### src/rtl/periph_reset_pkg.sv
package periph_reset_pkg;
  localparam logic [11:0] LOW_SPEED_BUS_PERIPHERAL_RESET_OFFSET = 12'h010;
  localparam logic [31:0] LOW_SPEED_BUS_PERIPHERAL_RESET_RESET = 32'h0000_0000;
  localparam logic [31:0] WRITABLE_MASK = 32'h1ef_fc9ff;
  localparam int TIMER_TWO_BIT = 0;
  localparam int TIMER_THREE_BIT = 1;
  localparam int TIMER_FOUR_BIT = 2;
  localparam int TIMER_FIVE_BIT = 3;
  localparam int TIMER_SIX_BIT = 4;
  localparam int TIMER_SEVEN_BIT = 5;
  localparam int TIMER_TWELVE_BIT = 6;
  localparam int TIMER_THIRTEEN_BIT = 7;
  localparam int TIMER_FOURTEEN_BIT = 8;
  localparam int WINDOW_WATCHDOG_BIT = 11;
  localparam int SPI_TWO_BIT = 14;
  localparam int SPI_THREE_BIT = 15;
  localparam int SPI_FOUR_BIT = 16;
  localparam int USART_TWO_BIT = 17;
  localparam int USART_THREE_BIT = 18;
  localparam int UART_FOUR_BIT = 19;
  localparam int UART_FIVE_BIT = 20;
  localparam int FIRST_I2C_BIT = 21;
  localparam int SECOND_I2C_BIT = 22;
  localparam int USB_CTRL_BIT = 23;
  localparam int CAN_CTRL_BIT = 25;
  localparam int THIRD_I2C_BIT = 26;
  localparam int BACKUP_IF_BIT = 27;
  localparam int POWER_IF_BIT = 28;

  typedef struct packed {
    logic psel;
    logic penable;
    logic pwrite;
    logic [11:0] paddr;
    logic [31:0] pwdata;
    logic [3:0] pstrb;
  } apb_req_type;

  typedef struct packed {
    logic pready;
    logic pslverr;
    logic [31:0] prdata;
  } apb_rsp_type;
endpackage

### src/rtl/low_speed_periph_reset.sv
`timescale 1ns/100ps
`default_nettype none
module low_speed_periph_reset
  import periph_reset_pkg::*;
(
  input wire logic clk,
  input wire logic sys_rst,
  input wire apb_req_type apb_req,
  output var apb_rsp_type apb_rsp,
  output logic [31:0] periph_reset
);
  logic [31:0] low_speed_bus_peripheral_reset_reg;
  logic [31:0] low_speed_bus_peripheral_reset_next;
  logic [31:0] merged_word;
  apb_rsp_type rsp_reg;
  apb_rsp_type rsp_next;
  logic hit;
  logic wr_fire;

  assign hit = (apb_req.paddr[11:2] == LOW_SPEED_BUS_PERIPHERAL_RESET_OFFSET[11:2]);
  // Zero-wait slave: access phase completes on its first edge
  assign wr_fire = apb_req.psel && apb_req.penable && apb_req.pwrite && hit;

  // Byte lanes let half-word and byte writes touch only their bits
  genvar lane;
  generate
    for (lane = 0; lane < 4; lane++) begin : lanes
      byte_lane_merge merge_u (
        .old_byte(low_speed_bus_peripheral_reset_reg[lane*8 +: 8]),
        .new_byte(apb_req.pwdata[lane*8 +: 8]),
        .keep_mask(WRITABLE_MASK[lane*8 +: 8]),
        .lane_en(apb_req.pstrb[lane]),
        .merged(merged_word[lane*8 +: 8])
      );
    end
  endgenerate

  always_comb begin
    low_speed_bus_peripheral_reset_next = low_speed_bus_peripheral_reset_reg;
    if (wr_fire) begin
      low_speed_bus_peripheral_reset_next = merged_word;
    end
  end

  always_comb begin
    rsp_next.pready = apb_req.psel && !apb_req.penable;
    rsp_next.pslverr = apb_req.psel && !apb_req.penable && !hit;
    rsp_next.prdata = 32'h0000_0000;
    if (apb_req.psel && !apb_req.penable && !apb_req.pwrite && hit) begin
      // Write-through read sees stored value; reserved bits never stored
      rsp_next.prdata = low_speed_bus_peripheral_reset_reg & WRITABLE_MASK;
    end
  end

  always_ff @(posedge clk or posedge sys_rst) begin
    if (sys_rst) begin
      low_speed_bus_peripheral_reset_reg <= LOW_SPEED_BUS_PERIPHERAL_RESET_RESET;
      rsp_reg <= '0;
    end else begin
      low_speed_bus_peripheral_reset_reg <= low_speed_bus_peripheral_reset_next;
      rsp_reg <= rsp_next;
    end
  end

  // Outputs are the register itself, so a peripheral sees its reset one edge after the write
  assign periph_reset = low_speed_bus_peripheral_reset_reg;
  assign apb_rsp = rsp_reg;

  // Named views of each reset line, used by the checks below
  logic power_if_reset_bit;
  logic backup_if_reset_bit;
  logic third_i2c_reset_bit;
  logic can_ctrl_reset_bit;
  logic usb_ctrl_reset_bit;
  logic second_i2c_reset_bit;
  logic first_i2c_reset_bit;
  logic uart_five_reset_bit;
  logic uart_four_reset_bit;
  logic usart_three_reset_bit;
  logic usart_two_reset_bit;
  logic spi_four_reset_bit;
  logic spi_three_reset_bit;
  logic spi_two_reset_bit;
  logic window_watchdog_reset_bit;
  logic timer_fourteen_reset_bit;
  logic timer_thirteen_reset_bit;
  logic timer_twelve_reset_bit;
  logic timer_seven_reset_bit;
  logic timer_six_reset_bit;
  logic timer_five_reset_bit;
  logic timer_four_reset_bit;
  logic timer_three_reset_bit;
  logic timer_two_reset_bit;

  assign power_if_reset_bit = low_speed_bus_peripheral_reset_reg[POWER_IF_BIT];
  assign backup_if_reset_bit = low_speed_bus_peripheral_reset_reg[BACKUP_IF_BIT];
  // Bit 26 goes to the third I2C controller, not a second CAN one; its target is uncertain
  assign third_i2c_reset_bit = low_speed_bus_peripheral_reset_reg[THIRD_I2C_BIT];
  assign can_ctrl_reset_bit = low_speed_bus_peripheral_reset_reg[CAN_CTRL_BIT];
  assign usb_ctrl_reset_bit = low_speed_bus_peripheral_reset_reg[USB_CTRL_BIT];
  assign second_i2c_reset_bit = low_speed_bus_peripheral_reset_reg[SECOND_I2C_BIT];
  assign first_i2c_reset_bit = low_speed_bus_peripheral_reset_reg[FIRST_I2C_BIT];
  assign uart_five_reset_bit = low_speed_bus_peripheral_reset_reg[UART_FIVE_BIT];
  assign uart_four_reset_bit = low_speed_bus_peripheral_reset_reg[UART_FOUR_BIT];
  assign usart_three_reset_bit = low_speed_bus_peripheral_reset_reg[USART_THREE_BIT];
  assign usart_two_reset_bit = low_speed_bus_peripheral_reset_reg[USART_TWO_BIT];
  assign spi_four_reset_bit = low_speed_bus_peripheral_reset_reg[SPI_FOUR_BIT];
  assign spi_three_reset_bit = low_speed_bus_peripheral_reset_reg[SPI_THREE_BIT];
  assign spi_two_reset_bit = low_speed_bus_peripheral_reset_reg[SPI_TWO_BIT];
  assign window_watchdog_reset_bit = low_speed_bus_peripheral_reset_reg[WINDOW_WATCHDOG_BIT];
  assign timer_fourteen_reset_bit = low_speed_bus_peripheral_reset_reg[TIMER_FOURTEEN_BIT];
  assign timer_thirteen_reset_bit = low_speed_bus_peripheral_reset_reg[TIMER_THIRTEEN_BIT];
  assign timer_twelve_reset_bit = low_speed_bus_peripheral_reset_reg[TIMER_TWELVE_BIT];
  assign timer_seven_reset_bit = low_speed_bus_peripheral_reset_reg[TIMER_SEVEN_BIT];
  assign timer_six_reset_bit = low_speed_bus_peripheral_reset_reg[TIMER_SIX_BIT];
  assign timer_five_reset_bit = low_speed_bus_peripheral_reset_reg[TIMER_FIVE_BIT];
  assign timer_four_reset_bit = low_speed_bus_peripheral_reset_reg[TIMER_FOUR_BIT];
  assign timer_three_reset_bit = low_speed_bus_peripheral_reset_reg[TIMER_THREE_BIT];
  assign timer_two_reset_bit = low_speed_bus_peripheral_reset_reg[TIMER_TWO_BIT];

  power_backup_a: assert property (@(posedge clk) disable iff (sys_rst)
    $past(wr_fire) && $past(apb_req.pstrb[3]) |-> periph_reset[POWER_IF_BIT] == $past(apb_req.pwdata[POWER_IF_BIT])
      && periph_reset[BACKUP_IF_BIT] == $past(apb_req.pwdata[BACKUP_IF_BIT]))
    else $error("power or backup reset bit not written");
  reserved_zero_a: assert property (@(posedge clk) disable iff (sys_rst)
    (periph_reset & ~WRITABLE_MASK) == 32'h0000_0000)
    else $error("reserved reset bit set");
  hold_value_a: assert property (@(posedge clk) disable iff (sys_rst)
    !$past(wr_fire) |-> $stable(periph_reset))
    else $error("reset bits changed without write");
  lane_keep_a: assert property (@(posedge clk) disable iff (sys_rst)
    $past(wr_fire) && !$past(apb_req.pstrb[0]) |-> periph_reset[7:0] == $past(periph_reset[7:0]))
    else $error("unstrobed lane changed");
  zero_wait_a: assert property (@(posedge clk) disable iff (sys_rst)
    apb_req.psel && !apb_req.penable ##1 apb_req.psel && apb_req.penable |-> apb_rsp.pready)
    else $error("access phase not ready at once");
  timer_low_a: assert property (@(posedge clk) disable iff (sys_rst)
    $past(wr_fire) && $past(apb_req.pstrb[0]) |->
      periph_reset[TIMER_FOURTEEN_BIT - 1:TIMER_TWO_BIT] == $past(apb_req.pwdata[7:0]))
    else $error("timer reset bits wrong");
  read_back_a: assert property (@(posedge clk) disable iff (sys_rst)
    apb_req.psel && !apb_req.penable && !apb_req.pwrite && hit ##1 apb_req.penable |->
      apb_rsp.prdata == periph_reset)
    else $error("read data differs from reset bits");
  serial_bits_a: assert property (@(posedge clk) disable iff (sys_rst)
    $past(wr_fire) && $past(apb_req.pstrb[2]) |->
      periph_reset[UART_FIVE_BIT:USART_TWO_BIT] == $past(apb_req.pwdata[20:17]))
    else $error("serial reset bits wrong");

  // Each named line follows its own byte lane on a write
  power_if_write_a: assert property (@(posedge clk) disable iff (sys_rst)
    $past(wr_fire) && $past(apb_req.pstrb[3]) |->
      power_if_reset_bit == $past(apb_req.pwdata[POWER_IF_BIT]))
    else $error("power interface reset not written");
  backup_if_write_a: assert property (@(posedge clk) disable iff (sys_rst)
    $past(wr_fire) && $past(apb_req.pstrb[3]) |->
      backup_if_reset_bit == $past(apb_req.pwdata[BACKUP_IF_BIT]))
    else $error("backup interface reset not written");
  third_i2c_write_a: assert property (@(posedge clk) disable iff (sys_rst)
    $past(wr_fire) && $past(apb_req.pstrb[3]) |->
      third_i2c_reset_bit == $past(apb_req.pwdata[THIRD_I2C_BIT]))
    else $error("third I2C reset not written");
  can_ctrl_write_a: assert property (@(posedge clk) disable iff (sys_rst)
    $past(wr_fire) && $past(apb_req.pstrb[3]) |->
      can_ctrl_reset_bit == $past(apb_req.pwdata[CAN_CTRL_BIT]))
    else $error("CAN reset not written");
  usb_ctrl_write_a: assert property (@(posedge clk) disable iff (sys_rst)
    $past(wr_fire) && $past(apb_req.pstrb[2]) |->
      usb_ctrl_reset_bit == $past(apb_req.pwdata[USB_CTRL_BIT]))
    else $error("USB reset not written");
  second_i2c_write_a: assert property (@(posedge clk) disable iff (sys_rst)
    $past(wr_fire) && $past(apb_req.pstrb[2]) |->
      second_i2c_reset_bit == $past(apb_req.pwdata[SECOND_I2C_BIT]))
    else $error("second I2C reset not written");
  first_i2c_write_a: assert property (@(posedge clk) disable iff (sys_rst)
    $past(wr_fire) && $past(apb_req.pstrb[2]) |->
      first_i2c_reset_bit == $past(apb_req.pwdata[FIRST_I2C_BIT]))
    else $error("first I2C reset not written");
  uart_five_write_a: assert property (@(posedge clk) disable iff (sys_rst)
    $past(wr_fire) && $past(apb_req.pstrb[2]) |->
      uart_five_reset_bit == $past(apb_req.pwdata[UART_FIVE_BIT]))
    else $error("UART five reset not written");
  uart_four_write_a: assert property (@(posedge clk) disable iff (sys_rst)
    $past(wr_fire) && $past(apb_req.pstrb[2]) |->
      uart_four_reset_bit == $past(apb_req.pwdata[UART_FOUR_BIT]))
    else $error("UART four reset not written");
  usart_three_write_a: assert property (@(posedge clk) disable iff (sys_rst)
    $past(wr_fire) && $past(apb_req.pstrb[2]) |->
      usart_three_reset_bit == $past(apb_req.pwdata[USART_THREE_BIT]))
    else $error("USART three reset not written");
  usart_two_write_a: assert property (@(posedge clk) disable iff (sys_rst)
    $past(wr_fire) && $past(apb_req.pstrb[2]) |->
      usart_two_reset_bit == $past(apb_req.pwdata[USART_TWO_BIT]))
    else $error("USART two reset not written");
  spi_four_write_a: assert property (@(posedge clk) disable iff (sys_rst)
    $past(wr_fire) && $past(apb_req.pstrb[2]) |->
      spi_four_reset_bit == $past(apb_req.pwdata[SPI_FOUR_BIT]))
    else $error("SPI four reset not written");
  spi_three_write_a: assert property (@(posedge clk) disable iff (sys_rst)
    $past(wr_fire) && $past(apb_req.pstrb[1]) |->
      spi_three_reset_bit == $past(apb_req.pwdata[SPI_THREE_BIT]))
    else $error("SPI three reset not written");
  spi_two_write_a: assert property (@(posedge clk) disable iff (sys_rst)
    $past(wr_fire) && $past(apb_req.pstrb[1]) |->
      spi_two_reset_bit == $past(apb_req.pwdata[SPI_TWO_BIT]))
    else $error("SPI two reset not written");
  window_watchdog_write_a: assert property (@(posedge clk) disable iff (sys_rst)
    $past(wr_fire) && $past(apb_req.pstrb[1]) |->
      window_watchdog_reset_bit == $past(apb_req.pwdata[WINDOW_WATCHDOG_BIT]))
    else $error("watchdog reset not written");
  timer_fourteen_write_a: assert property (@(posedge clk) disable iff (sys_rst)
    $past(wr_fire) && $past(apb_req.pstrb[1]) |->
      timer_fourteen_reset_bit == $past(apb_req.pwdata[TIMER_FOURTEEN_BIT]))
    else $error("timer fourteen reset not written");
  timer_thirteen_write_a: assert property (@(posedge clk) disable iff (sys_rst)
    $past(wr_fire) && $past(apb_req.pstrb[0]) |->
      timer_thirteen_reset_bit == $past(apb_req.pwdata[TIMER_THIRTEEN_BIT]))
    else $error("timer thirteen reset not written");
  timer_twelve_write_a: assert property (@(posedge clk) disable iff (sys_rst)
    $past(wr_fire) && $past(apb_req.pstrb[0]) |->
      timer_twelve_reset_bit == $past(apb_req.pwdata[TIMER_TWELVE_BIT]))
    else $error("timer twelve reset not written");
  timer_seven_write_a: assert property (@(posedge clk) disable iff (sys_rst)
    $past(wr_fire) && $past(apb_req.pstrb[0]) |->
      timer_seven_reset_bit == $past(apb_req.pwdata[TIMER_SEVEN_BIT]))
    else $error("timer seven reset not written");
  timer_six_write_a: assert property (@(posedge clk) disable iff (sys_rst)
    $past(wr_fire) && $past(apb_req.pstrb[0]) |->
      timer_six_reset_bit == $past(apb_req.pwdata[TIMER_SIX_BIT]))
    else $error("timer six reset not written");
  timer_five_write_a: assert property (@(posedge clk) disable iff (sys_rst)
    $past(wr_fire) && $past(apb_req.pstrb[0]) |->
      timer_five_reset_bit == $past(apb_req.pwdata[TIMER_FIVE_BIT]))
    else $error("timer five reset not written");
  timer_four_write_a: assert property (@(posedge clk) disable iff (sys_rst)
    $past(wr_fire) && $past(apb_req.pstrb[0]) |->
      timer_four_reset_bit == $past(apb_req.pwdata[TIMER_FOUR_BIT]))
    else $error("timer four reset not written");
  timer_three_write_a: assert property (@(posedge clk) disable iff (sys_rst)
    $past(wr_fire) && $past(apb_req.pstrb[0]) |->
      timer_three_reset_bit == $past(apb_req.pwdata[TIMER_THREE_BIT]))
    else $error("timer three reset not written");
  timer_two_write_a: assert property (@(posedge clk) disable iff (sys_rst)
    $past(wr_fire) && $past(apb_req.pstrb[0]) |->
      timer_two_reset_bit == $past(apb_req.pwdata[TIMER_TWO_BIT]))
    else $error("timer two reset not written");

  // Lanes that were not strobed must leave their lines alone
  power_if_hold_a: assert property (@(posedge clk) disable iff (sys_rst)
    !($past(wr_fire) && $past(apb_req.pstrb[3])) |-> $stable(power_if_reset_bit))
    else $error("power interface reset changed unasked");
  backup_if_hold_a: assert property (@(posedge clk) disable iff (sys_rst)
    !($past(wr_fire) && $past(apb_req.pstrb[3])) |-> $stable(backup_if_reset_bit))
    else $error("backup interface reset changed unasked");
  third_i2c_hold_a: assert property (@(posedge clk) disable iff (sys_rst)
    !($past(wr_fire) && $past(apb_req.pstrb[3])) |-> $stable(third_i2c_reset_bit))
    else $error("third I2C reset changed unasked");
  can_ctrl_hold_a: assert property (@(posedge clk) disable iff (sys_rst)
    !($past(wr_fire) && $past(apb_req.pstrb[3])) |-> $stable(can_ctrl_reset_bit))
    else $error("CAN reset changed unasked");
  usb_ctrl_hold_a: assert property (@(posedge clk) disable iff (sys_rst)
    !($past(wr_fire) && $past(apb_req.pstrb[2])) |-> $stable(usb_ctrl_reset_bit))
    else $error("USB reset changed unasked");
  second_i2c_hold_a: assert property (@(posedge clk) disable iff (sys_rst)
    !($past(wr_fire) && $past(apb_req.pstrb[2])) |-> $stable(second_i2c_reset_bit))
    else $error("second I2C reset changed unasked");
  first_i2c_hold_a: assert property (@(posedge clk) disable iff (sys_rst)
    !($past(wr_fire) && $past(apb_req.pstrb[2])) |-> $stable(first_i2c_reset_bit))
    else $error("first I2C reset changed unasked");
  uart_five_hold_a: assert property (@(posedge clk) disable iff (sys_rst)
    !($past(wr_fire) && $past(apb_req.pstrb[2])) |-> $stable(uart_five_reset_bit))
    else $error("UART five reset changed unasked");
  uart_four_hold_a: assert property (@(posedge clk) disable iff (sys_rst)
    !($past(wr_fire) && $past(apb_req.pstrb[2])) |-> $stable(uart_four_reset_bit))
    else $error("UART four reset changed unasked");
  usart_three_hold_a: assert property (@(posedge clk) disable iff (sys_rst)
    !($past(wr_fire) && $past(apb_req.pstrb[2])) |-> $stable(usart_three_reset_bit))
    else $error("USART three reset changed unasked");
  usart_two_hold_a: assert property (@(posedge clk) disable iff (sys_rst)
    !($past(wr_fire) && $past(apb_req.pstrb[2])) |-> $stable(usart_two_reset_bit))
    else $error("USART two reset changed unasked");
  spi_four_hold_a: assert property (@(posedge clk) disable iff (sys_rst)
    !($past(wr_fire) && $past(apb_req.pstrb[2])) |-> $stable(spi_four_reset_bit))
    else $error("SPI four reset changed unasked");
  spi_three_hold_a: assert property (@(posedge clk) disable iff (sys_rst)
    !($past(wr_fire) && $past(apb_req.pstrb[1])) |-> $stable(spi_three_reset_bit))
    else $error("SPI three reset changed unasked");
  spi_two_hold_a: assert property (@(posedge clk) disable iff (sys_rst)
    !($past(wr_fire) && $past(apb_req.pstrb[1])) |-> $stable(spi_two_reset_bit))
    else $error("SPI two reset changed unasked");
  window_watchdog_hold_a: assert property (@(posedge clk) disable iff (sys_rst)
    !($past(wr_fire) && $past(apb_req.pstrb[1])) |-> $stable(window_watchdog_reset_bit))
    else $error("watchdog reset changed unasked");
  timer_fourteen_hold_a: assert property (@(posedge clk) disable iff (sys_rst)
    !($past(wr_fire) && $past(apb_req.pstrb[1])) |-> $stable(timer_fourteen_reset_bit))
    else $error("timer fourteen reset changed unasked");
  timer_thirteen_hold_a: assert property (@(posedge clk) disable iff (sys_rst)
    !($past(wr_fire) && $past(apb_req.pstrb[0])) |-> $stable(timer_thirteen_reset_bit))
    else $error("timer thirteen reset changed unasked");
  timer_twelve_hold_a: assert property (@(posedge clk) disable iff (sys_rst)
    !($past(wr_fire) && $past(apb_req.pstrb[0])) |-> $stable(timer_twelve_reset_bit))
    else $error("timer twelve reset changed unasked");
  timer_seven_hold_a: assert property (@(posedge clk) disable iff (sys_rst)
    !($past(wr_fire) && $past(apb_req.pstrb[0])) |-> $stable(timer_seven_reset_bit))
    else $error("timer seven reset changed unasked");
  timer_six_hold_a: assert property (@(posedge clk) disable iff (sys_rst)
    !($past(wr_fire) && $past(apb_req.pstrb[0])) |-> $stable(timer_six_reset_bit))
    else $error("timer six reset changed unasked");
  timer_five_hold_a: assert property (@(posedge clk) disable iff (sys_rst)
    !($past(wr_fire) && $past(apb_req.pstrb[0])) |-> $stable(timer_five_reset_bit))
    else $error("timer five reset changed unasked");
  timer_four_hold_a: assert property (@(posedge clk) disable iff (sys_rst)
    !($past(wr_fire) && $past(apb_req.pstrb[0])) |-> $stable(timer_four_reset_bit))
    else $error("timer four reset changed unasked");
  timer_three_hold_a: assert property (@(posedge clk) disable iff (sys_rst)
    !($past(wr_fire) && $past(apb_req.pstrb[0])) |-> $stable(timer_three_reset_bit))
    else $error("timer three reset changed unasked");
  timer_two_hold_a: assert property (@(posedge clk) disable iff (sys_rst)
    !($past(wr_fire) && $past(apb_req.pstrb[0])) |-> $stable(timer_two_reset_bit))
    else $error("timer two reset changed unasked");
endmodule
`default_nettype wire

### src/rtl/byte_lane_merge.sv
`timescale 1ns/100ps
`default_nettype none
module byte_lane_merge (
  input wire logic [7:0] old_byte,
  input wire logic [7:0] new_byte,
  input wire logic [7:0] keep_mask,
  input wire logic lane_en,
  output logic [7:0] merged
);
  always_comb begin
    if (lane_en) begin
      merged = new_byte & keep_mask;
    end else begin
      merged = old_byte;
    end
  end
endmodule
`default_nettype wire

### config.mk
export PLATFORM = sky130hd
export DESIGN_NAME = low_speed_periph_reset
export DESIGN_NICKNAME = d
export VERILOG_FILES = /design/src/rtl/periph_reset_pkg.sv /design/src/rtl/low_speed_periph_reset.sv /design/src/rtl/byte_lane_merge.sv
export SDC_FILE = /design/constraint.sdc
export NUM_CORES = 1
export LEC_CHECK = 0
export BUFFER_PORTS_ARGS = -buffer_cell sky130_fd_sc_hd__clkbuf_2
export CELL_PAD_IN_SITES_DETAIL_PLACEMENT = 0
export CELL_PAD_IN_SITES_GLOBAL_PLACEMENT = 1
export CORE_MARGIN = 4
export CORE_UTILIZATION = 36
export CTS_BUF_LIST = sky130_fd_sc_hd__clkbuf_8
export CTS_CLUSTER_SIZE = 30
export DETAILED_ROUTE_END_ITERATION = 10
export PLACE_DENSITY = 0.91
export SYNTH_ARGS = -nofsm -noshare
export SYNTH_HDL_FRONTEND = slang
export SYNTH_SLANG_ARGS = --single-unit
### constraint.sdc
create_clock -name clk -period 2.5 [get_ports clk]
set_input_delay 0.25 -clock clk [delete_from_list [all_inputs] [get_ports clk]]
set_output_delay 0.25 -clock clk [all_outputs]
set_load 0.02 [all_outputs]
* Yosys cells after proc, flatten, opt, wreduce, memory -nomap -nowiden
Cells that the tools add are included.
Word-level totals: bits in writable memories 0, memory bits (read-only) 0, input port bits 53, memories kept 0, register bits after elaboration 58, latch bits 0
Cells by class: magnitude comparators 0, equality and inequality tests 1, bitwise operators 0, multiplexer cells 1, shifts and indexed selects 0, multiply operators 0, reduce and logical (&&, ||, !) cells 14, divide/modulo/power cells 0, add/subtract/negate cells 0
Operators by type and width (number):
- $mux 29 | 1
- $eq 10x3->1 const B | 1
- $reduce_and 2->1 | 4
- $logic_and 1x1->1 | 7
- $logic_not 1->1 | 3

* Depth between registers and ports, before layout
Gate-level depths: netlist of the first run.
depth in word-level cells 5, mapped depth 5, mapped depth without buffers 3

* By module
A second synthesis of the first run with hierarchy kept.
Unflattened totals: cell total of the unflattened synthesis 239, area, all modules 2650.0 um^2
Modules (own cells, without submodules):
- low_speed_periph_reset | seq. area each 1451.4 um^2, area an instance 2164.6 um^2, instances 1, cells an instance 139
- byte_lane_merge | seq. area each 0.0 um^2, area an instance 121.4 um^2, instances 4, cells an instance 25

* Worst setup path after synthesis of the first run
Ideal clock, no wire load.
kind in2reg, from input port apb_req[43] (netlist name), to register low_speed_bus_peripheral_reset_reg[1], in the netlist periph_reset[1], stages 4, arrival time 1794 ps, slack 581 ps, path through or4_1 > clkbuf_1 > nor4_4 > mux2_2
On the way: cells in the longest elaborated chain, start to end 3
Ends and longest elaborated chain:
- start: declaration | RTL line low_speed_periph_reset.sv:8 | input wire apb_req_type apb_req,
- $eq 10x3->1 | RTL line low_speed_periph_reset.sv:20 | assign hit = (apb_req.paddr[11:2] == LOW_SPEED_BUS_PERIPHERAL_RESET_OFFSET[11:2]);
- $logic_and 1x1->1 | RTL line low_speed_periph_reset.sv:22 | assign wr_fire = apb_req.psel && apb_req.penable && apb_req.pwrite && hit;
- $reduce_and 2->1 (no source line)
- end signal: assignment | RTL line low_speed_periph_reset.sv:60 | low_speed_bus_peripheral_reset_reg <= low_speed_bus_peripheral_reset_next;
- end: declaration | RTL line low_speed_periph_reset.sv:12 | logic [31:0] low_speed_bus_peripheral_reset_reg;
No other way between the ends. A chain may end at the register's enable or synchronous reset.

* Worst setup path in the final report of the first run
from input port apb_req[47] (netlist name), to register low_speed_bus_peripheral_reset_reg[26], in the netlist periph_reset[26]
The elaborated chain is that of the path after synthesis.

==> results of run 1 <==
==> registers in the layout (all words and copies together), names as in the netlist <==
name / flops
apb_rsp: 26
periph_reset: 24
==> cells in the final DEF, fill, tap and decap left out <==
cell type	n
and2_1	24
buf_4	3
clkbuf_2	92
clkbuf_8	6
clkinv_2	1
conb_1	16
dfrtp_1	50
inv_1	1
inv_2	1
mux2_1	3
mux2_2	21
nand2b_1	1
nand4_1	4
nor2b_1	1
nor4_2	2
nor4_4	3
o31a_1	1
or3b_2	1
or4_1	2
==> cell type report <==
class,instances,share of cell area [%]
Clock inverter,2,0.3426
Multi-Input combinational cell,79,25.01
Inverter,1,0.1468
Tap cell,70,3.426
Clock buffer,6,3.231
Timing Repair Buffer,95,18.89
Sequential cell,50,48.95
==> critical path: stages <==
cell	delay [ps]
clkbuf_2	70
or4_1	730
nor4_2	550
mux2_2	400
==> worst max path at each step <==
| stage | from | endpoint | slack, ps | cells past startpoint |
|---|---|---|---|---|
| floorplan | apb_req[43] | periph_reset[1] | 580 | 4 |
| global placement | apb_req[47] | periph_reset[27] | 370 | 4 |
| detailed placement | apb_req[47] | periph_reset[26] | 320 | 4 |
| CTS | apb_req[47] | periph_reset[26] | 650 | 4 |
| global route | apb_req[47] | periph_reset[8] | 620 | 4 |
| finish | apb_req[47] | periph_reset[26] | 670 | 4 |
==> power breakdown <==
| group | internal [uW] | switching [uW] | leakage, uW | total [uW] |
|---|---|---|---|---|
| Sequential | 810 | 1.01 | 0.000697 | 811 |
| Clock | 219 | 240 | 0.0000524 | 460 |
| Combinational | 28.9 | 59.2 | 0.000724 | 88.1 |
==> cells by family (layout without fill, tap and decap cells) <==
| family | after synthesis | after routing |
|---|---|---|
| AO/OA/AOI/OAI | 1 | 1 |
| multiplexers | 24 | 24 |
| buffers and inverters | 22 | 104 |
| AND/OR/NAND/NOR | 38 | 38 |
| other | 1 | 16 |
| flip-flops | 50 | 50 |
==> stage by stage <==
step / total power, uW / worst slack (ps)
2_1_floorplan: 894.4 / 580.8
3_3_place_gp: 915.8 / 373.1
3_5_place_dp: 916.9 / 317.2
4_1_cts: 1381 / 645.7
5_1_grt: 1421 / 615.3
6_report: 1359 / 674.0
==> per-layer routing <==
metal / track usage, % / vias up
li1: - / 616
met1: 13.14 / 603
met2: 20.92 / 62
met3: 3.509 / 6
met4: 5.482 / 0
met5: 0 / -
==> impl_metrics.py, run 1 <==
metrics = {
    "sta": {
        "slew_headroom_pct": 33.64,
        "holdWs_ps": 170.1,
        "rsz0062_at_grt": "no",
        "skew_ps": 3.347,
        "hold_viol_final": 0,
        "worst_pin_slew_ps": 993.9,
        "slew_violations": 0,
        "max_clock_freq_mhz": 547.6,
        "fin_crit_sh_pct": 73.04,
        "post-route-min-period_ps": 1826,
        "setup_viol": 0,
        "final.setup.tns_ps": 0,
    },
    "power": {
        "p_leak_uw": 0.001473,
        "power.density_mw_per_mm2": 531.6,
        "ir_drop_uv": 191.7,
    },
    "yosys": {
        "synth_top_family_by_area": "simple AND/OR/NAND/NOR gates",
        "synth-edff-count": 0,
        "synth_xor_area_share_pct": 0,
        "synthFlopType": "dfrtp_1",
        "synth_compound_area_share_pct": 0.4447,
        "yosys.area_share.simple_pct": 14.80,
        "yosysMostFrequentCell": "dfrtp_1",
        "yosysSeqAreaShare_pct": 63.53,
        "synth_area_leaders": "dfrtp_1, mux2_2, and2_1",
        "synth_seq_cells": 50,
        "ys.warnings.count": 0,
        "ys_types": 17,
        "ys_top_cells_by_count": "dfrtp_1, and2_1, mux2_2",
        "synth_cells": 136,
        "async_flop_share_pct": 100.0,
        "synth_top_area_cell": "dfrtp_1",
        "syn_area_mm2": 0.001969,
        "synth_top_area_share_pct": 63.53,
        "synth_adder_area_share_pct": 0,
        "synthMuxAreaShare_pct": 13.72,
        "avgSynthCellArea_um2": 14.48,
    },
    "cells_and_area": {
        "nets": 285,
        "nFillCells": 504,
        "drive_gt1_share_pct": 55.79,
        "antennaDiodeCount": 0,
        "final_util_pct": 49.11,
        "seq_area_mm2": 0.001251,
        "final_cell_area_mm2": 0.002556,
        "areaGrowthSynthToFinish_pct": 29.80,
        "multi_input_area_um2": 639.4,
        "stdcell_count": 303,
    },
    "global_routing": {
        "grt.total_usage_pct": 11.90,
        "grt_start_max_net_pins": 51,
        "grt_pass1_vias": 1250,
        "grt_first_pass_wirelength_um": 5954,
        "antenna_found_initial": 0,
        "grt-ovfl-total": 0,
    },
    "place": {
        "portBuffers": 92,
        "dpl_cell_area_mm2": 0.002465,
        "dp_hpwl_um": 3011,
        "placed_cells": 295,
        "gp_congestion": 0.6797,
    },
    "route": {
        "via_count": 1287,
        "wirelength_met1_um": 1467,
        "drt-vias-per-instance": 4.248,
        "dr_wl_met3_um": 362,
        "drt-initial-drc-count": 27,
        "maxUsedRoutingLayer": "met4",
        "finalWirelength_um": 3834,
        "first_pass_iters": 4,
        "drc": 0,
        "wl_met2_um": 1932,
        "routedWlPerCell_um": 12.65,
        "antenna_left": 0,
    },
    "setup_path": {
        "ff2ff_path_depth": 1,
        "rr_startpoint": "periph_reset[5]",
        "end_kind": "flop",
        "path_max_fanout": 6,
        "crit_required_ps": 2680,
        "crit_type": "in -> reg",
        "reg2reg_to": "periph_reset[5]",
        "cp.arrival_ps": 2010,
        "start_kind": "primary input",
        "r2r_slack_ps": 1690,
    },
    "outcome": {
        "status": "finished, final reports clean",
    },
    "clock_network": {
        "cts_tree": "built",
        "ctsResizeCount": 0,
        "clockBufferDepth": 2,
        "numCtsBuffers": 5,
        "cts_setup_buffers": 0,
        "cts_sinks": 50,
        "clockRootBuffer": "clkbuf_8",
        "h-tree-depth": 2,
        "clock_insertion_delay_worst_skew_ps": 290,
        "clkTransAtPathRegs_ps": 80,
        "cts_hold_buf": 0,
    },
    "floorplanning": {
        "core_mm2": 0.005205,
        "io_pins": 119,
        "die_h_um": 81.96,
        "die_w_um": 81.96,
        "placementRows": 26,
        "start_util_pct": 37.84,
        "die_area_mm2": 0.006717,
    },
    "flow_run": {
        "cap_violations": 0,
    },
    "min_path": {
        "min_path_type": "in -> async",
    },
}
Note: power is estimated with default switching activity, not from simulation.
==> run 2: changes to the inputs <==
--- a/config.mk
+++ b/config.mk
@@ -9,11 +9,11 @@
 export CELL_PAD_IN_SITES_DETAIL_PLACEMENT = 0
 export CELL_PAD_IN_SITES_GLOBAL_PLACEMENT = 1
 export CORE_MARGIN = 4
-export CORE_UTILIZATION = 36
+export CORE_UTILIZATION = 33
 export CTS_BUF_LIST = sky130_fd_sc_hd__clkbuf_8
 export CTS_CLUSTER_SIZE = 30
 export DETAILED_ROUTE_END_ITERATION = 10
-export PLACE_DENSITY = 0.91
+export PLACE_DENSITY = 0.85
 export SYNTH_ARGS = -nofsm -noshare
 export SYNTH_HDL_FRONTEND = slang
 export SYNTH_SLANG_ARGS = --single-unit
==> constraint.sdc (replaced) <==
create_clock -name clk -period 1.7 [get_ports clk]
set_input_delay 0.17 -clock clk [delete_from_list [all_inputs] [get_ports clk]]
set_output_delay 0.17 -clock clk [all_outputs]
set_load 0.02 [all_outputs]
==> impl_metrics.py, run 2 (synthesis gave the netlist of run 1 again) <==
metrics = {
    "floorplanning": {
        "io_pins": 119,
        "placementRows": 27,
        "start_util_pct": 34.91,
        "core_mm2": 0.005642,
        "die_h_um": 85.25,
        "die_w_um": 85.25,
        "die_area_mm2": 0.007268,
    },
    "global_routing": {
        "grt-ovfl-total": 0,
        "grt_first_pass_wirelength_um": 6382,
        "grt_pass1_vias": 1324,
        "antenna_found_initial": 0,
        "grt.total_usage_pct": 11.32,
        "grt_start_max_net_pins": 32,
    },
    "setup_path": {
        "start_kind": "primary input",
        "critPathCapture": "periph_reset[21]",
        "crit_required_ps": 1880,
        "reg2reg_to": "periph_reset[5]",
        "r2r_slack_ps": 880,
        "path_max_fanout": 8,
        "end_kind": "flop",
        "rr_startpoint": "periph_reset[5]",
        "critical_path.max_stage_delay_ps": 600,
        "crit_slowest_cell": "or4_4",
        "crit_start": "apb_req[47]",
        "crit_type": "in -> reg",
        "ff2ff_path_depth": 1,
        "cp_cell_sequence": "clkbuf_2, or4_4, nor4_4, buf_12, mux2_2",
        "cp.arrival_ps": 1700,
    },
    "clock_network": {
        "ctsResizeCount": 0,
        "cts_setup_buffers": 0,
        "clock_insertion_delay_worst_skew_ps": 290,
        "cts_hold_buf": 1,
        "clockBufferDepth": 2,
        "numCtsBuffers": 5,
        "cts_tree": "built",
        "clkTransAtPathRegs_ps": 80,
        "h-tree-depth": 2,
        "cts_sinks": 50,
        "clockRootBuffer": "clkbuf_8",
    },
    "cells_and_area": {
        "stdcell_count": 311,
        "areaGrowthSynthToFinish_pct": 35.45,
        "drive_gt1_share_pct": 56.90,
        "antennaDiodeCount": 0,
        "largest_register_ffs": 26,
        "final_common_cell": "clkbuf_2",
        "nFillCells": 528,
        "final_cell_mix": "clkbuf_2, dfrtp_1, and2_1, mux2_2, conb_1",
        "multi_input_area_um2": 650.6,
        "final_cell_area_mm2": 0.002668,
        "final_util_pct": 47.28,
        "nets": 291,
        "seq_area_mm2": 0.001251,
    },
    "place": {
        "placed_cells": 302,
        "portBuffers": 92,
        "dp_hpwl_um": 3061,
        "dpl_cell_area_mm2": 0.002566,
        "gp_congestion": 0.7019,
    },
    "sta": {
        "skew_ps": 2.108,
        "setup_viol": 0,
        "slew_violations": 0,
        "hold_viol_final": 0,
        "post-route-min-period_ps": 1519,
        "holdWs_ps": 92.24,
        "fin_crit_sh_pct": 89.35,
        "rsz0062_at_grt": "no",
        "max_clock_freq_mhz": 658.3,
    },
    "min_path": {
        "min_path_type": "in -> reg",
    },
    "route": {
        "drc": 0,
        "finalWirelength_um": 3947,
        "routedWlPerCell_um": 12.69,
        "via_count": 1300,
        "drt-initial-drc-count": 21,
        "first_pass_iters": 3,
        "drt-vias-per-instance": 4.180,
        "antenna_left": 0,
    },
    "outcome": {
        "status": "finished, final reports clean",
    },
    "power": {
        "ir_drop_uv": 374.5,
        "p_leak_uw": 0.001517,
        "power.density_mw_per_mm2": 751.2,
    },
    "flow_run": {
        "cap_violations": 0,
    },
}
run 2: critical path, delay by kind of cell:
family	cells	cell delay [ps]
mux	1	320
buf+inv	2	250
simple gates	2	950
run 2: stage by stage:
stage	setup TNS (ps)	setup WS (ps)	power, uW
floorplan	-2226	-106.0	1317
global placement	-2376	-114.4	1357
detailed placement	-3340	-142.7	1358
CTS	0	174.2	2048
global route	0	145.4	2113
finish	0	181.0	2004
run 2: worst min-delay path by stage:
stage / from / endpoint / cells after the start / slack [ps]
2_1_floorplan: apb_req[49] / apb_rsp[33] / 1 / 250
3_3_place_gp: sys_rst / apb_rsp[5] / 2 / 180
3_5_place_dp: sys_rst / periph_reset[5] / 2 / 190
4_1_cts: apb_req[11] / periph_reset[7] / 2 / 80
5_1_grt: apb_req[11] / periph_reset[7] / 2 / 80
6_report: apb_req[11] / periph_reset[7] / 2 / 90
run 2: cell type report:
class                   count  area share [%]
clock inverters             2          0.3283
repair buffers            101           21.76
inverters                   1          0.1407
well taps                  72           3.377
clock buffers               6           3.096
multi-input cells          79           24.39
flip-flops and latches     50           46.90
run 2: report_power, final:
part,total (uW),internal [uW],switching [uW]
logic,140,50.8,89.0
clock network,671,322,349
registers,1190,1190,1.48
total,2000,1560,439
run 2: routing by layer:
| metal | GRT usage [%] | share of wire, % | vias to the layer above |
|---|---|---|---|
| met2 | 18.64 | 49 | 67 |
| met3 | 3.981 | 10 | 5 |
| met1 | 13.40 | 40 | 603 |
| li1 | - | - | 625 |
| met5 | 0 | 0 | - |
| met4 | 4.748 | 1.4 | 0 |
==> run 3: changes to the inputs <==
--- a/config.mk
+++ b/config.mk
@@ -10,7 +10,7 @@
 export CELL_PAD_IN_SITES_GLOBAL_PLACEMENT = 1
 export CORE_MARGIN = 4
 export CORE_UTILIZATION = 33
-export CTS_BUF_LIST = sky130_fd_sc_hd__clkbuf_8
+export CTS_BUF_LIST = sky130_fd_sc_hd__clkbuf_4
 export CTS_CLUSTER_SIZE = 30
 export DETAILED_ROUTE_END_ITERATION = 10
 export PLACE_DENSITY = 0.85
==> impl_metrics.py, run 3 (synthesis gave the netlist of run 1 again) <==
metrics = {
    "cells_and_area": {
        "antennaDiodeCount": 0,
        "final_common_cell": "clkbuf_2",
        "final_cell_mix": "clkbuf_2, dfrtp_1, and2_1, mux2_2, conb_1",
        "final_cell_area_mm2": 0.002630,
        "largest_register_ffs": 26,
        "nets": 291,
        "stdcell_count": 311,
        "nFillCells": 530,
        "drive_gt1_share_pct": 56.90,
        "areaGrowthSynthToFinish_pct": 33.54,
        "final_util_pct": 46.62,
        "multi_input_area_um2": 650.6,
        "seq_area_mm2": 0.001251,
    },
    "sta": {
        "fin_crit_sh_pct": 85.63,
        "max_clock_freq_mhz": 686.9,
        "post-route-min-period_ps": 1456,
        "skew_ps": 2.504,
        "slew_violations": 0,
        "rsz0062_at_grt": "no",
        "hold_viol_final": 0,
        "setup_viol": 0,
    },
    "clock_network": {
        "cts_tree": "built",
        "clockRootBuffer": "clkbuf_4",
        "clock_insertion_delay_worst_skew_ps": 340,
        "cts_setup_buffers": 0,
        "ctsResizeCount": 0,
        "clockBufferDepth": 2,
        "cts_sinks": 50,
        "numCtsBuffers": 5,
        "clkTransAtPathRegs_ps": 130,
        "h-tree-depth": 2,
    },
    "setup_path": {
        "path_max_fanout": 8,
        "start_kind": "primary input",
        "crit_slowest_cell": "or4_4",
        "crit_type": "in -> reg",
        "critical_path.max_stage_delay_ps": 600,
        "critPathBufInv": 2,
        "end_kind": "flop",
        "cp.arrival_ps": 1700,
        "crit_required_ps": 1940,
        "crit_family": "simple AND/OR/NAND/NOR gates",
        "cp_cell_sequence": "clkbuf_2, or4_4, nor4_4, buf_12, mux2_2",
    },
    "global_routing": {
        "grt-ovfl-total": 0,
        "grt_start_max_net_pins": 32,
        "grt_first_pass_wirelength_um": 6354,
        "grt_pass1_vias": 1327,
        "antenna_found_initial": 0,
        "grt.total_usage_pct": 11.24,
    },
    "floorplanning": {
        "die_w_um": 85.25,
        "core_mm2": 0.005642,
        "die_area_mm2": 0.007268,
        "io_pins": 119,
        "placementRows": 27,
        "die_h_um": 85.25,
        "start_util_pct": 34.91,
    },
    "route": {
        "first_pass_iters": 2,
        "drt-vias-per-instance": 4.183,
        "antenna_left": 0,
        "via_count": 1301,
        "drt-initial-drc-count": 21,
        "drc": 0,
        "routedWlPerCell_um": 12.68,
        "finalWirelength_um": 3943,
    },
    "place": {
        "gp_congestion": 0.7019,
        "dpl_cell_area_mm2": 0.002566,
        "dp_hpwl_um": 3061,
        "portBuffers": 92,
        "placed_cells": 302,
    },
    "outcome": {
        "status": "finished, final reports clean",
    },
    "power": {
        "ir_drop_uv": 303.6,
        "p_leak_uw": 0.001498,
        "power.density_mw_per_mm2": 699.1,
        "p_total_uw": 1839,
    },
    "flow_run": {
        "cap_violations": 0,
    },
    "min_path": {
        "min_path_type": "in -> reg",
    },
}
## run 3: cell types whose count changed in the layout (fill, tap and decap cells not counted), sizes merged
cell / delta
clkinv: +1
inv: -1
## run 3: worst paths after layout
path,from,slack [ps],to,depth (start not counted)
max reg2reg,periph_reset[5],880,periph_reset[5],1
max in group asynchronous,sys_rst,840,apb_rsp[7],4
max,apb_req[47],240,periph_reset[21],5
min reg2reg,periph_reset[4],510,apb_rsp[4],1
min,apb_req[11],30,periph_reset[7],2
min in group asynchronous,sys_rst,350,periph_reset[5],3
## run 3: metal layers
layer	track usage, %	up-vias	wire [um]
met5	0	-	0
met4	4.317	0	66
met3	3.981	5	400
met2	18.64	66	1927
met1	13.34	607	1548
li1	-	623	-
## run 3: metrics by stage
| stage | setup TNS (ps) | worst slack, ps | hold WS [ps] |
|---|---|---|---|
| floorplan | -2226 | -106.0 | 247.3 |
| global placement | -2376 | -114.4 | 182.3 |
| detailed placement | -3340 | -142.7 | 186.7 |
| CTS | 0 | 244.8 | 15.34 |
| global route | 0 | 227.4 | 5.627 |
| finish | 0 | 244.2 | 34.50 |
## run 3: area by class of cell
| type | instances | area share [%] |
|---|---|---|
| Timing Repair Buffer | 101 | 22.07 |
| Sequential cell | 50 | 47.57 |
| Tap cell | 72 | 3.425 |
| Clock buffer | 6 | 1.713 |
| Inverter | 1 | 0.1427 |
| Clock inverter | 2 | 0.3330 |
| Multi-Input combinational cell | 79 | 24.74 |
## run 3: timing repair
action	4_1_cts	5_1_grt
endpoints found under the hold margin	19	0
endpoints found under the setup margin	0	0
hold buffers	1	0
## run 3: report_power, final
group	internal, uW	leakage (uW)	total [uW]	switching [uW]
clock	172	0.0000331	504	332
combinational	50.8	0.000768	140	89.0
sequential	1190	0.000697	1190	1.51
total	1420	0.00150	1840	423
